### src/hw/swi_flag_pkg.sv
// constants for the single-wire flag protocol block
// assumes a token decoder upstream and one 125 MHz system clock
package swi_flag_pkg;
  localparam logic [7:0] FLAG_SLEEP    = 8'hCC;
  localparam logic [7:0] FLAG_IDLE     = 8'hBB;
  localparam logic [7:0] FLAG_COMMAND  = 8'h77;
  localparam logic [7:0] FLAG_TRANSMIT = 8'h88;
  localparam logic [7:0] STATUS_WAKE   = 8'h11;
  localparam logic [7:0] STATUS_OK     = 8'h00;
  localparam logic [7:0] STATUS_ERROR  = 8'h0F;
  localparam int CLK_MHZ          = 125;
  localparam int TIMEOUT_US       = 13;
  localparam int TURNAROUND_US    = 64;
  localparam int TIMEOUT_CYC      = TIMEOUT_US * CLK_MHZ;
  localparam int TURNAROUND_CYC   = TURNAROUND_US * CLK_MHZ;
  localparam int COUNT_W          = 16;
  localparam int BUF_DEPTH        = 16;
  localparam int IDX_W            = 4;
  typedef enum logic [2:0] {
    ST_SLEEP, ST_IDLE, ST_AWAKE, ST_RECEIVE, ST_BUSY, ST_TURN, ST_SEND
  } link_state_t;
endpackage : swi_flag_pkg

### src/hw/swi_flag_link.sv
// link-layer flag control of a single-wire authentication device
// assumes a bit-token decoder and encoder outside; executor reports done
`timescale 1ns/1ps
`default_nettype none
module swi_flag_link #(
  parameter int TIMEOUT_CYC    = swi_flag_pkg::TIMEOUT_CYC,
  parameter int TURNAROUND_CYC = swi_flag_pkg::TURNAROUND_CYC
) (
  // clock and reset
  input  wire logic       sys_clk_i,
  input  wire logic       rst_n_i,
  // decoded tokens from the wire
  input  wire logic       wake_i,
  input  wire logic       tok_start_i,
  input  wire logic       tok_valid_i,
  input  wire logic       tok_bit_i,
  input  wire logic       tok_bad_i,
  // command executor
  input  wire logic [7:0] block_len_i,
  input  wire logic       exec_done_i,
  input  wire logic       exec_err_i,
  input  wire logic       pause_i,
  input  wire logic [7:0] pause_sel_i,
  input  wire logic       extra_update_command_i,
  input  wire logic [7:0] new_sel_i,
  input  wire logic [7:0] selector_policy_byte_i,
  input  wire logic       cfg_locked_i,
  // response bit stream
  input  wire logic       tx_ready_i,
  output logic            tx_valid_o,
  output logic            tx_bit_o,
  // status toward the rest of the device
  output logic            sleep_o,
  output logic            idle_o,
  output logic            busy_o,
  output logic            exec_start_o,
  output logic            cmd_we_o,
  output logic [3:0]      cmd_addr_o,
  output logic [7:0]      cmd_data_o,
  output logic            key_clear_o,
  output logic            update_err_o,
  output logic [7:0]      selector_o
);
  swi_flag_pkg::link_state_t state;
  logic [7:0]  shreg;
  logic [2:0]  bitcnt;
  logic [7:0]  bytecnt;
  logic [15:0] tmo;
  logic        tmo_arm;
  logic [15:0] turn;
  logic [7:0]  resp;
  logic        results_valid;
  logic        sel_used;
  logic        sel_locked_zero;
  logic        byte_done;
  logic [7:0]  byte_val;
  logic        listen;
  logic        tmo_fire;
  logic        byte_done_last;
  logic [2:0]  bitcnt_tx;
  logic        tx_xfer;

  // ---------------------------------------------------------------
  // bit assembly
  // ---------------------------------------------------------------
  // tokens arrive lsb first; a byte is complete on its eighth token
  assign listen    = (state == swi_flag_pkg::ST_AWAKE) || (state == swi_flag_pkg::ST_RECEIVE);
  assign byte_done = listen && tok_valid_i && (bitcnt == 3'h7);
  assign byte_val  = {tok_bit_i, shreg[7:1]};

  always_ff @(posedge sys_clk_i or negedge rst_n_i) begin
    if (!rst_n_i) begin
      shreg  <= 8'h00;
      bitcnt <= 3'h0;
    end else if (!listen) begin
      bitcnt <= 3'h0;
    end else if (tok_valid_i) begin
      shreg  <= byte_val;
      bitcnt <= bitcnt + 3'h1;
    end
  end

  // ---------------------------------------------------------------
  // link state
  // ---------------------------------------------------------------
  assign tmo_fire = tmo_arm && (tmo == 16'(TIMEOUT_CYC - 1));

  always_ff @(posedge sys_clk_i or negedge rst_n_i) begin
    if (!rst_n_i) begin
      state   <= swi_flag_pkg::ST_SLEEP;
      bytecnt <= 8'h00;
    end else begin
      case (state)
        swi_flag_pkg::ST_SLEEP, swi_flag_pkg::ST_IDLE: begin
          if (wake_i) state <= swi_flag_pkg::ST_AWAKE;
        end
        swi_flag_pkg::ST_AWAKE: begin
          if (tmo_fire) begin
            state <= swi_flag_pkg::ST_SLEEP;
          end else if (byte_done) begin
            if (byte_val == swi_flag_pkg::FLAG_SLEEP) state <= swi_flag_pkg::ST_SLEEP;
            else if (byte_val == swi_flag_pkg::FLAG_IDLE) state <= swi_flag_pkg::ST_IDLE;
            else if (byte_val == swi_flag_pkg::FLAG_COMMAND) begin
              state   <= swi_flag_pkg::ST_RECEIVE;
              bytecnt <= 8'h00;
            end else if (byte_val == swi_flag_pkg::FLAG_TRANSMIT) begin
              state <= swi_flag_pkg::ST_TURN;
            end
          end
        end
        swi_flag_pkg::ST_RECEIVE: begin
          if (tmo_fire) state <= swi_flag_pkg::ST_SLEEP;
          else if (byte_done && (bytecnt + 8'h1 >= block_len_i)) state <= swi_flag_pkg::ST_BUSY;
          if (byte_done) bytecnt <= bytecnt + 8'h1;
        end
        swi_flag_pkg::ST_BUSY: begin
          if (exec_done_i) begin
            // a pause with a foreign selector idles this device
            if (pause_i && (pause_sel_i != selector_o)) state <= swi_flag_pkg::ST_IDLE;
            else state <= swi_flag_pkg::ST_AWAKE;
          end
        end
        swi_flag_pkg::ST_TURN: begin
          if (turn == 16'(TURNAROUND_CYC - 1)) state <= swi_flag_pkg::ST_SEND;
        end
        swi_flag_pkg::ST_SEND: begin
          if (tx_xfer && bitcnt_tx == 3'h7) state <= swi_flag_pkg::ST_AWAKE;
        end
        default: state <= swi_flag_pkg::ST_SLEEP;
      endcase
    end
  end

  // ---------------------------------------------------------------
  // inter-bit timeout and turnaround counters
  // ---------------------------------------------------------------
  // the timeout covers a token in flight or an open command block, never execution
  always_ff @(posedge sys_clk_i or negedge rst_n_i) begin
    if (!rst_n_i) begin
      tmo_arm <= 1'b0;
      tmo     <= 16'h0000;
    end else if (!listen || tok_valid_i) begin
      tmo_arm <= listen && (state == swi_flag_pkg::ST_RECEIVE || byte_done &&
                 byte_val == swi_flag_pkg::FLAG_COMMAND) && !byte_done_last;
      tmo     <= 16'h0000;
    end else if (tok_start_i || tok_bad_i) begin
      tmo_arm <= 1'b1;
    end else if (tmo_arm) begin
      tmo <= tmo + 16'h0001;
    end
  end

  assign byte_done_last = (state == swi_flag_pkg::ST_RECEIVE) && byte_done &&
                          (bytecnt + 8'h1 >= block_len_i);

  always_ff @(posedge sys_clk_i or negedge rst_n_i) begin
    if (!rst_n_i) turn <= 16'h0000;
    else if (state == swi_flag_pkg::ST_TURN) turn <= turn + 16'h0001;
    else turn <= 16'h0000;
  end

  // ---------------------------------------------------------------
  // response byte and bit serialiser
  // ---------------------------------------------------------------
  // a bit counts as sent only when shown and taken, so stalls cannot skip one
  assign tx_xfer = tx_valid_o && tx_ready_i;
  always_ff @(posedge sys_clk_i or negedge rst_n_i) begin
    if (!rst_n_i) begin
      resp          <= swi_flag_pkg::STATUS_WAKE;
      results_valid <= 1'b0;
    end else if (state == swi_flag_pkg::ST_SLEEP) begin
      resp          <= swi_flag_pkg::STATUS_WAKE;
      results_valid <= 1'b0;
    end else if (state == swi_flag_pkg::ST_BUSY && exec_done_i) begin
      resp          <= exec_err_i || update_err_o ? swi_flag_pkg::STATUS_ERROR
                                                  : swi_flag_pkg::STATUS_OK;
      results_valid <= 1'b1;
    end
  end

  always_ff @(posedge sys_clk_i or negedge rst_n_i) begin
    if (!rst_n_i) begin
      tx_valid_o <= 1'b0;
      tx_bit_o   <= 1'b0;
      bitcnt_tx  <= 3'h0;
    end else if (state == swi_flag_pkg::ST_SEND) begin
      tx_valid_o <= !(tx_xfer && bitcnt_tx == 3'h7);
      if (tx_xfer) begin
        bitcnt_tx <= bitcnt_tx + 3'h1;
        tx_bit_o  <= resp[bitcnt_tx + 3'h1];
      end else begin
        tx_bit_o  <= resp[bitcnt_tx];
      end
    end else begin
      tx_valid_o <= 1'b0;
      tx_bit_o   <= 1'b0;
      bitcnt_tx  <= 3'h0;
    end
  end

  // ---------------------------------------------------------------
  // command buffer write port and status outputs
  // ---------------------------------------------------------------
  always_ff @(posedge sys_clk_i or negedge rst_n_i) begin
    if (!rst_n_i) begin
      cmd_we_o     <= 1'b0;
      cmd_addr_o   <= 4'h0;
      cmd_data_o   <= 8'h00;
      exec_start_o <= 1'b0;
    end else begin
      cmd_we_o     <= (state == swi_flag_pkg::ST_RECEIVE) && byte_done;
      cmd_addr_o   <= bytecnt[3:0];
      cmd_data_o   <= byte_val;
      exec_start_o <= byte_done_last && !tmo_fire;
    end
  end

  always_ff @(posedge sys_clk_i or negedge rst_n_i) begin
    if (!rst_n_i) begin
      sleep_o     <= 1'b1;
      idle_o      <= 1'b0;
      busy_o      <= 1'b0;
      key_clear_o <= 1'b1;
    end else begin
      sleep_o     <= (state == swi_flag_pkg::ST_SLEEP);
      idle_o      <= (state == swi_flag_pkg::ST_IDLE);
      busy_o      <= (state == swi_flag_pkg::ST_BUSY);
      key_clear_o <= (state == swi_flag_pkg::ST_SLEEP);
    end
  end

  // ---------------------------------------------------------------
  // selector byte update policy
  // ---------------------------------------------------------------
  always_ff @(posedge sys_clk_i or negedge rst_n_i) begin
    if (!rst_n_i) begin
      selector_o      <= 8'h00;
      sel_used        <= 1'b0;
      sel_locked_zero <= 1'b1;
      update_err_o    <= 1'b0;
    end else begin
      if (!cfg_locked_i) sel_locked_zero <= (selector_o == 8'h00);
      update_err_o <= 1'b0;
      if (extra_update_command_i) begin
        if (selector_policy_byte_i == 8'h00 || !cfg_locked_i) begin
          selector_o <= new_sel_i;
        end else if (sel_locked_zero && !sel_used && new_sel_i != 8'h00) begin
          selector_o <= new_sel_i;
          sel_used   <= 1'b1;
        end else begin
          update_err_o <= 1'b1;
        end
      end
    end
  end

  // helper count of turnaround cycles keeps the bound a cheap compare
  logic [15:0] chk_turn_cnt;
  always_ff @(posedge sys_clk_i or negedge rst_n_i) begin
    if (!rst_n_i) chk_turn_cnt <= 16'h0000;
    else if (state == swi_flag_pkg::ST_TURN) chk_turn_cnt <= chk_turn_cnt + 16'h0001;
    else chk_turn_cnt <= 16'h0000;
  end
endmodule : swi_flag_link
`default_nettype wire

### config.mk
export PLATFORM = sky130hd
export DESIGN_NAME = swi_flag_link
export DESIGN_NICKNAME = d
export VERILOG_FILES = /design/src/hw/swi_flag_pkg.sv /design/src/hw/swi_flag_link.sv
export SDC_FILE = /design/constraint.sdc
export NUM_CORES = 1
export LEC_CHECK = 0
export ABC_CLOCK_PERIOD_IN_PS = 2890
export CAP_MARGIN = 20
export CORE_MARGIN = 3
export CORE_UTILIZATION = 55
export DETAILED_ROUTE_END_ITERATION = 6
export DONT_BUFFER_PORTS = 1
export PLACE_DENSITY = 0.7
export SETUP_SLACK_MARGIN = 0.02
export SLEW_MARGIN = 15
export SYNTH_ARGS = -nofsm -noshare
export SYNTH_HDL_FRONTEND = slang
export SYNTH_SLANG_ARGS = --single-unit
### constraint.sdc
create_clock -name sys_clk_i -period 2.89 [get_ports sys_clk_i]
set_input_delay 0.289 -clock sys_clk_i [delete_from_list [all_inputs] [get_ports sys_clk_i]]
set_output_delay 0.289 -clock sys_clk_i [all_outputs]
set_load 0.02 [all_outputs]
==> impl_summary.txt <==
----------------------------------------------------
[Drt]
  Initial DRC count ... 146
  Per-cell via count in the routed design ... 5.68
  Mean routed wirelength per cell ... 15.4 um
  Overall via count from detail_route ... 2999
  Remaining routing DRC violations ... 0
  Detailed Routing Iterations Pass 1 ... 4
  Total wire length after detailed routing ... 8160 um
  Number of antenna-violating nets in the routed design ... 0

[Logic synthesis]
  Synth unique cells ... 55
  Top-area cell type share of the netlist area ... 48.9%
  Post-synthesis cell count ... 418
  Post-synthesis average cell area ... 10.5 sq um
  Warnings, synthesis ... 0
  Async set or reset register ratio after synthesis ... 100%
  Top cells by area in the synthesized netlist ... sky130_fd_sc_hd__dfrtp_1 (49%), sky130_fd_sc_hd__ha_1 (4.6%), sky130_fd_sc_hd__nor2_1 (4.2%)
  Share of synthesized area occupied by flip-flops and latches ... 51.3%
  Primary FF master, synth ... sky130_fd_sc_hd__dfrtp_1
  Number of enable-type register cells in the synthesized netlist ... 0
  Net count after synthesis ... 479
  Synth area leader ... sky130_fd_sc_hd__dfrtp_1
  Combined area of all synthesized cells ... 4400 sq um
  Count of state elements after synthesis ... 90

[Setup path]
  Critical path class ... flop to flop
  Arrival time at the worst endpoint ... 2870 ps
  CP Max Fanout ... 7
  Critical Path Start Type ... flop
  Required time worst endpoint ... 3170 ps
  Setup crit end kind ... flop

[Power and ir drop]
  Power density over the cells ... 630 nW/um^2
  Total Power ... 2980 uW
  Leakage ... 0.00207 uW
  Maximum resistive drop on vdd ... 0.000356 V

[Layout]
  Leading cell type in the layout, fill and taps excluded ... sky130_fd_sc_hd__dfrtp_1
  Layout overhead on the synthesized area ... 7.39%
  Final nets ... 485
  Final cell count without fillers ... 528
  Total inserted antenna cells ... 0
  Area of all placed cells without fillers ... 4720 sq um
  Share of post-route cells with drive strength above 1 ... 11.7%
  Commonest cells after routing, fill and taps aside ... sky130_fd_sc_hd__dfrtp_1 (86), sky130_fd_sc_hd__nor2_1 (49), sky130_fd_sc_hd__nand2_1 (31)

[Place]
  Hpwl dp ... 5760 um
  Number of buffers inserted by port buffering ... 0
  Area post-placement ... 4490 sq um
  Cell count after placement ... 508
  Last weighted congestion value of the routability-driven placer ... 0.912

[Global route]
  Wire length of the first global-routing pass ... 14200 um
  Overall routing resource usage ... 19.7%
  GR Overflow Total ... 0
  Vias in the first global route ... 3043
  Pin count of the biggest net entering global routing ... 91
  Number of antenna violations at the first check in global routing ... 0

[Timing]
  Total count of max-transition violations in the final report ... 0
  Period Utilization, post-route ... 89.8%
  Worst rel slew slack ... 58.4%
  Final worst path period need ... 2590 ps
  Setup Skew ... 14.6 ps
  Achievable frequency ... 385 MHz
  Final-report hold violation count ... 0
  Setup TNS ... 0 ps
  Slew of the pin with the lowest slew margin ... 624 ps
  Setup repair after global routing missed its margin ... no
  Final count of negative-setup-slack endpoints ... 0

[Clocking]
  Number of clock sinks ... 90
  Total CTS buffers ... 9
  CTS root buffer ... sky130_fd_sc_hd__clkbuf_8
  Depth of the CTS H-tree ... 3
  Deepest clock path buffer count ... 2
  Insertion delay of the later-clocked pin in the worst-skew pair ... 360 ps
  CTS tree ... yes
  CTS clk-pin slew, worst paths ... 90 ps
  Post CTS Setup Buffer Count ... 0

[Die]
  Area of the core region ... 7490 sq um
  Rows ... 31
  Die Width ... 95.4 um
  Number of placed I/O pins ... 74
  Die height ... 95.4 um
  Effective utilization at floorplan ... 58.8%
  Die area ... 9110 sq um

[Run status]
  Outcome ... finished clean

[Worst hold path]
  Hold crit path type ... primary input to flop

[Job]
  Max-capacitance violation count ... 0

----------------------------------------------------
## power by group
part	internal, uW	total (uW)	switching (uW)	leakage, uW
clock network	314	760	446	0.0000785
logic	236	452	216	0.000822
registers	1460	1760	308	0.00117
total	2010	2980	970	0.00207
## worst max-delay path, stage by stage, from the launching register on
cell and delay, ps:
sky130_fd_sc_hd__dfrtp_1 460, sky130_fd_sc_hd__and3_1 220, sky130_fd_sc_hd__and3_1 190, sky130_fd_sc_hd__and3_1 190
sky130_fd_sc_hd__xor2_1 180, sky130_fd_sc_hd__ha_1 270, sky130_fd_sc_hd__a21oi_1 120, sky130_fd_sc_hd__o21ai_0 130
sky130_fd_sc_hd__a41oi_2 300, sky130_fd_sc_hd__nand2_1 80, sky130_fd_sc_hd__a21bo_2 220, sky130_fd_sc_hd__a31oi_1 160
## worst paths after layout
path / from / endpoint / slack [ps] / depth (start not counted)
setup / recovery: bytecnt[0] / state[0] / 300 / 11
hold / removal: extra_update_command_i / update_err_o / 20 / 2
setup reg to reg: bytecnt[0] / state[0] / 300 / 11
hold reg to reg: shreg[6] / cmd_data_o[5] / 450 / 0
max in group asynchronous: rst_n_i / resp[4] / 2000 / 2
min in group asynchronous: rst_n_i / cmd_data_o[7] / 520 / 2
## state kept, by name, summed over array words and instances (netlist names), 3 cells and up
name / flops
state: 3
cmd_addr_o: 4
tmo: 16
selector_o: 8
cmd_data_o: 8
shreg: 7
bytecnt: 8
turn: 16
resp: 3
bitcnt: 3
bitcnt_tx: 3
## cell usage after synthesis (5+ instances only)
cell,n
sky130_fd_sc_hd__nand3_1,16
sky130_fd_sc_hd__mux2i_1,5
sky130_fd_sc_hd__nor4_1,8
sky130_fd_sc_hd__nor2_1,49
sky130_fd_sc_hd__xor2_1,20
sky130_fd_sc_hd__nand2_1,31
sky130_fd_sc_hd__clkbuf_1,7
sky130_fd_sc_hd__xnor2_1,20
sky130_fd_sc_hd__nand4_1,11
sky130_fd_sc_hd__ha_1,16
sky130_fd_sc_hd__o21ai_0,12
sky130_fd_sc_hd__or3_1,7
sky130_fd_sc_hd__dfrtp_1,86
sky130_fd_sc_hd__a22o_1,5
sky130_fd_sc_hd__nand2b_1,8
sky130_fd_sc_hd__nor3_1,7
sky130_fd_sc_hd__inv_1,18
sky130_fd_sc_hd__and3_1,8
sky130_fd_sc_hd__mux2_2,15
sky130_fd_sc_hd__a21oi_1,14
## per-stage QoR
| stage | setup WS, ps | util [%] | hold WS (ps) |
|---|---|---|---|
| floorplan | 568 | - | -6.59 |
| finish | 295 | 63.1 | 23.9 |
| global route | 58.9 | 63.1 | 10.2 |
| global placement | 340 | 59.9 | -4.00 |
| CTS | 236 | 63.0 | 2.57 |
| detailed placement | 260 | 59.9 | -4.50 |
## kinds of logic after synthesis
kind of cell / synth area share (%)
muxes: 4.98
adders and majority gates: 4.55
and+or+nand+nor: 20.1
AOI/OAI and AO/OA: 8.53
DFF: 51.3
buffers and inverters: 2.53
xor gates and xnor gates: 7.96
## cell type report
type	count	area [sq um]
clock buffers	10	128
fillers	619	2760
repair buffers	5	65.1
well taps	99	124
inverters	18	67.6
clock inverters	6	45.0
multi-input cells	300	2040
flip-flops and latches	90	2260
## repair_timing
action | CTS | global route
hold buffers | 4 | 0
endpoints found under the setup margin | 0 | 4
resized for setup | 0 | 1
hold endpoints to repair | 92 | 0
## layer usage
metal / vias up / part of all wire [%] / GRT usage [%]
met4: 0 / 0.63 / 3.91
met1: 1443 / 47 / 27.3
met5: - / 0 / 0
met2: 80 / 47 / 30.8
met3: 6 / 5.6 / 6.24
li1: 1470 / - / -
No activity file was read; power rests on OpenSTA's default activity.
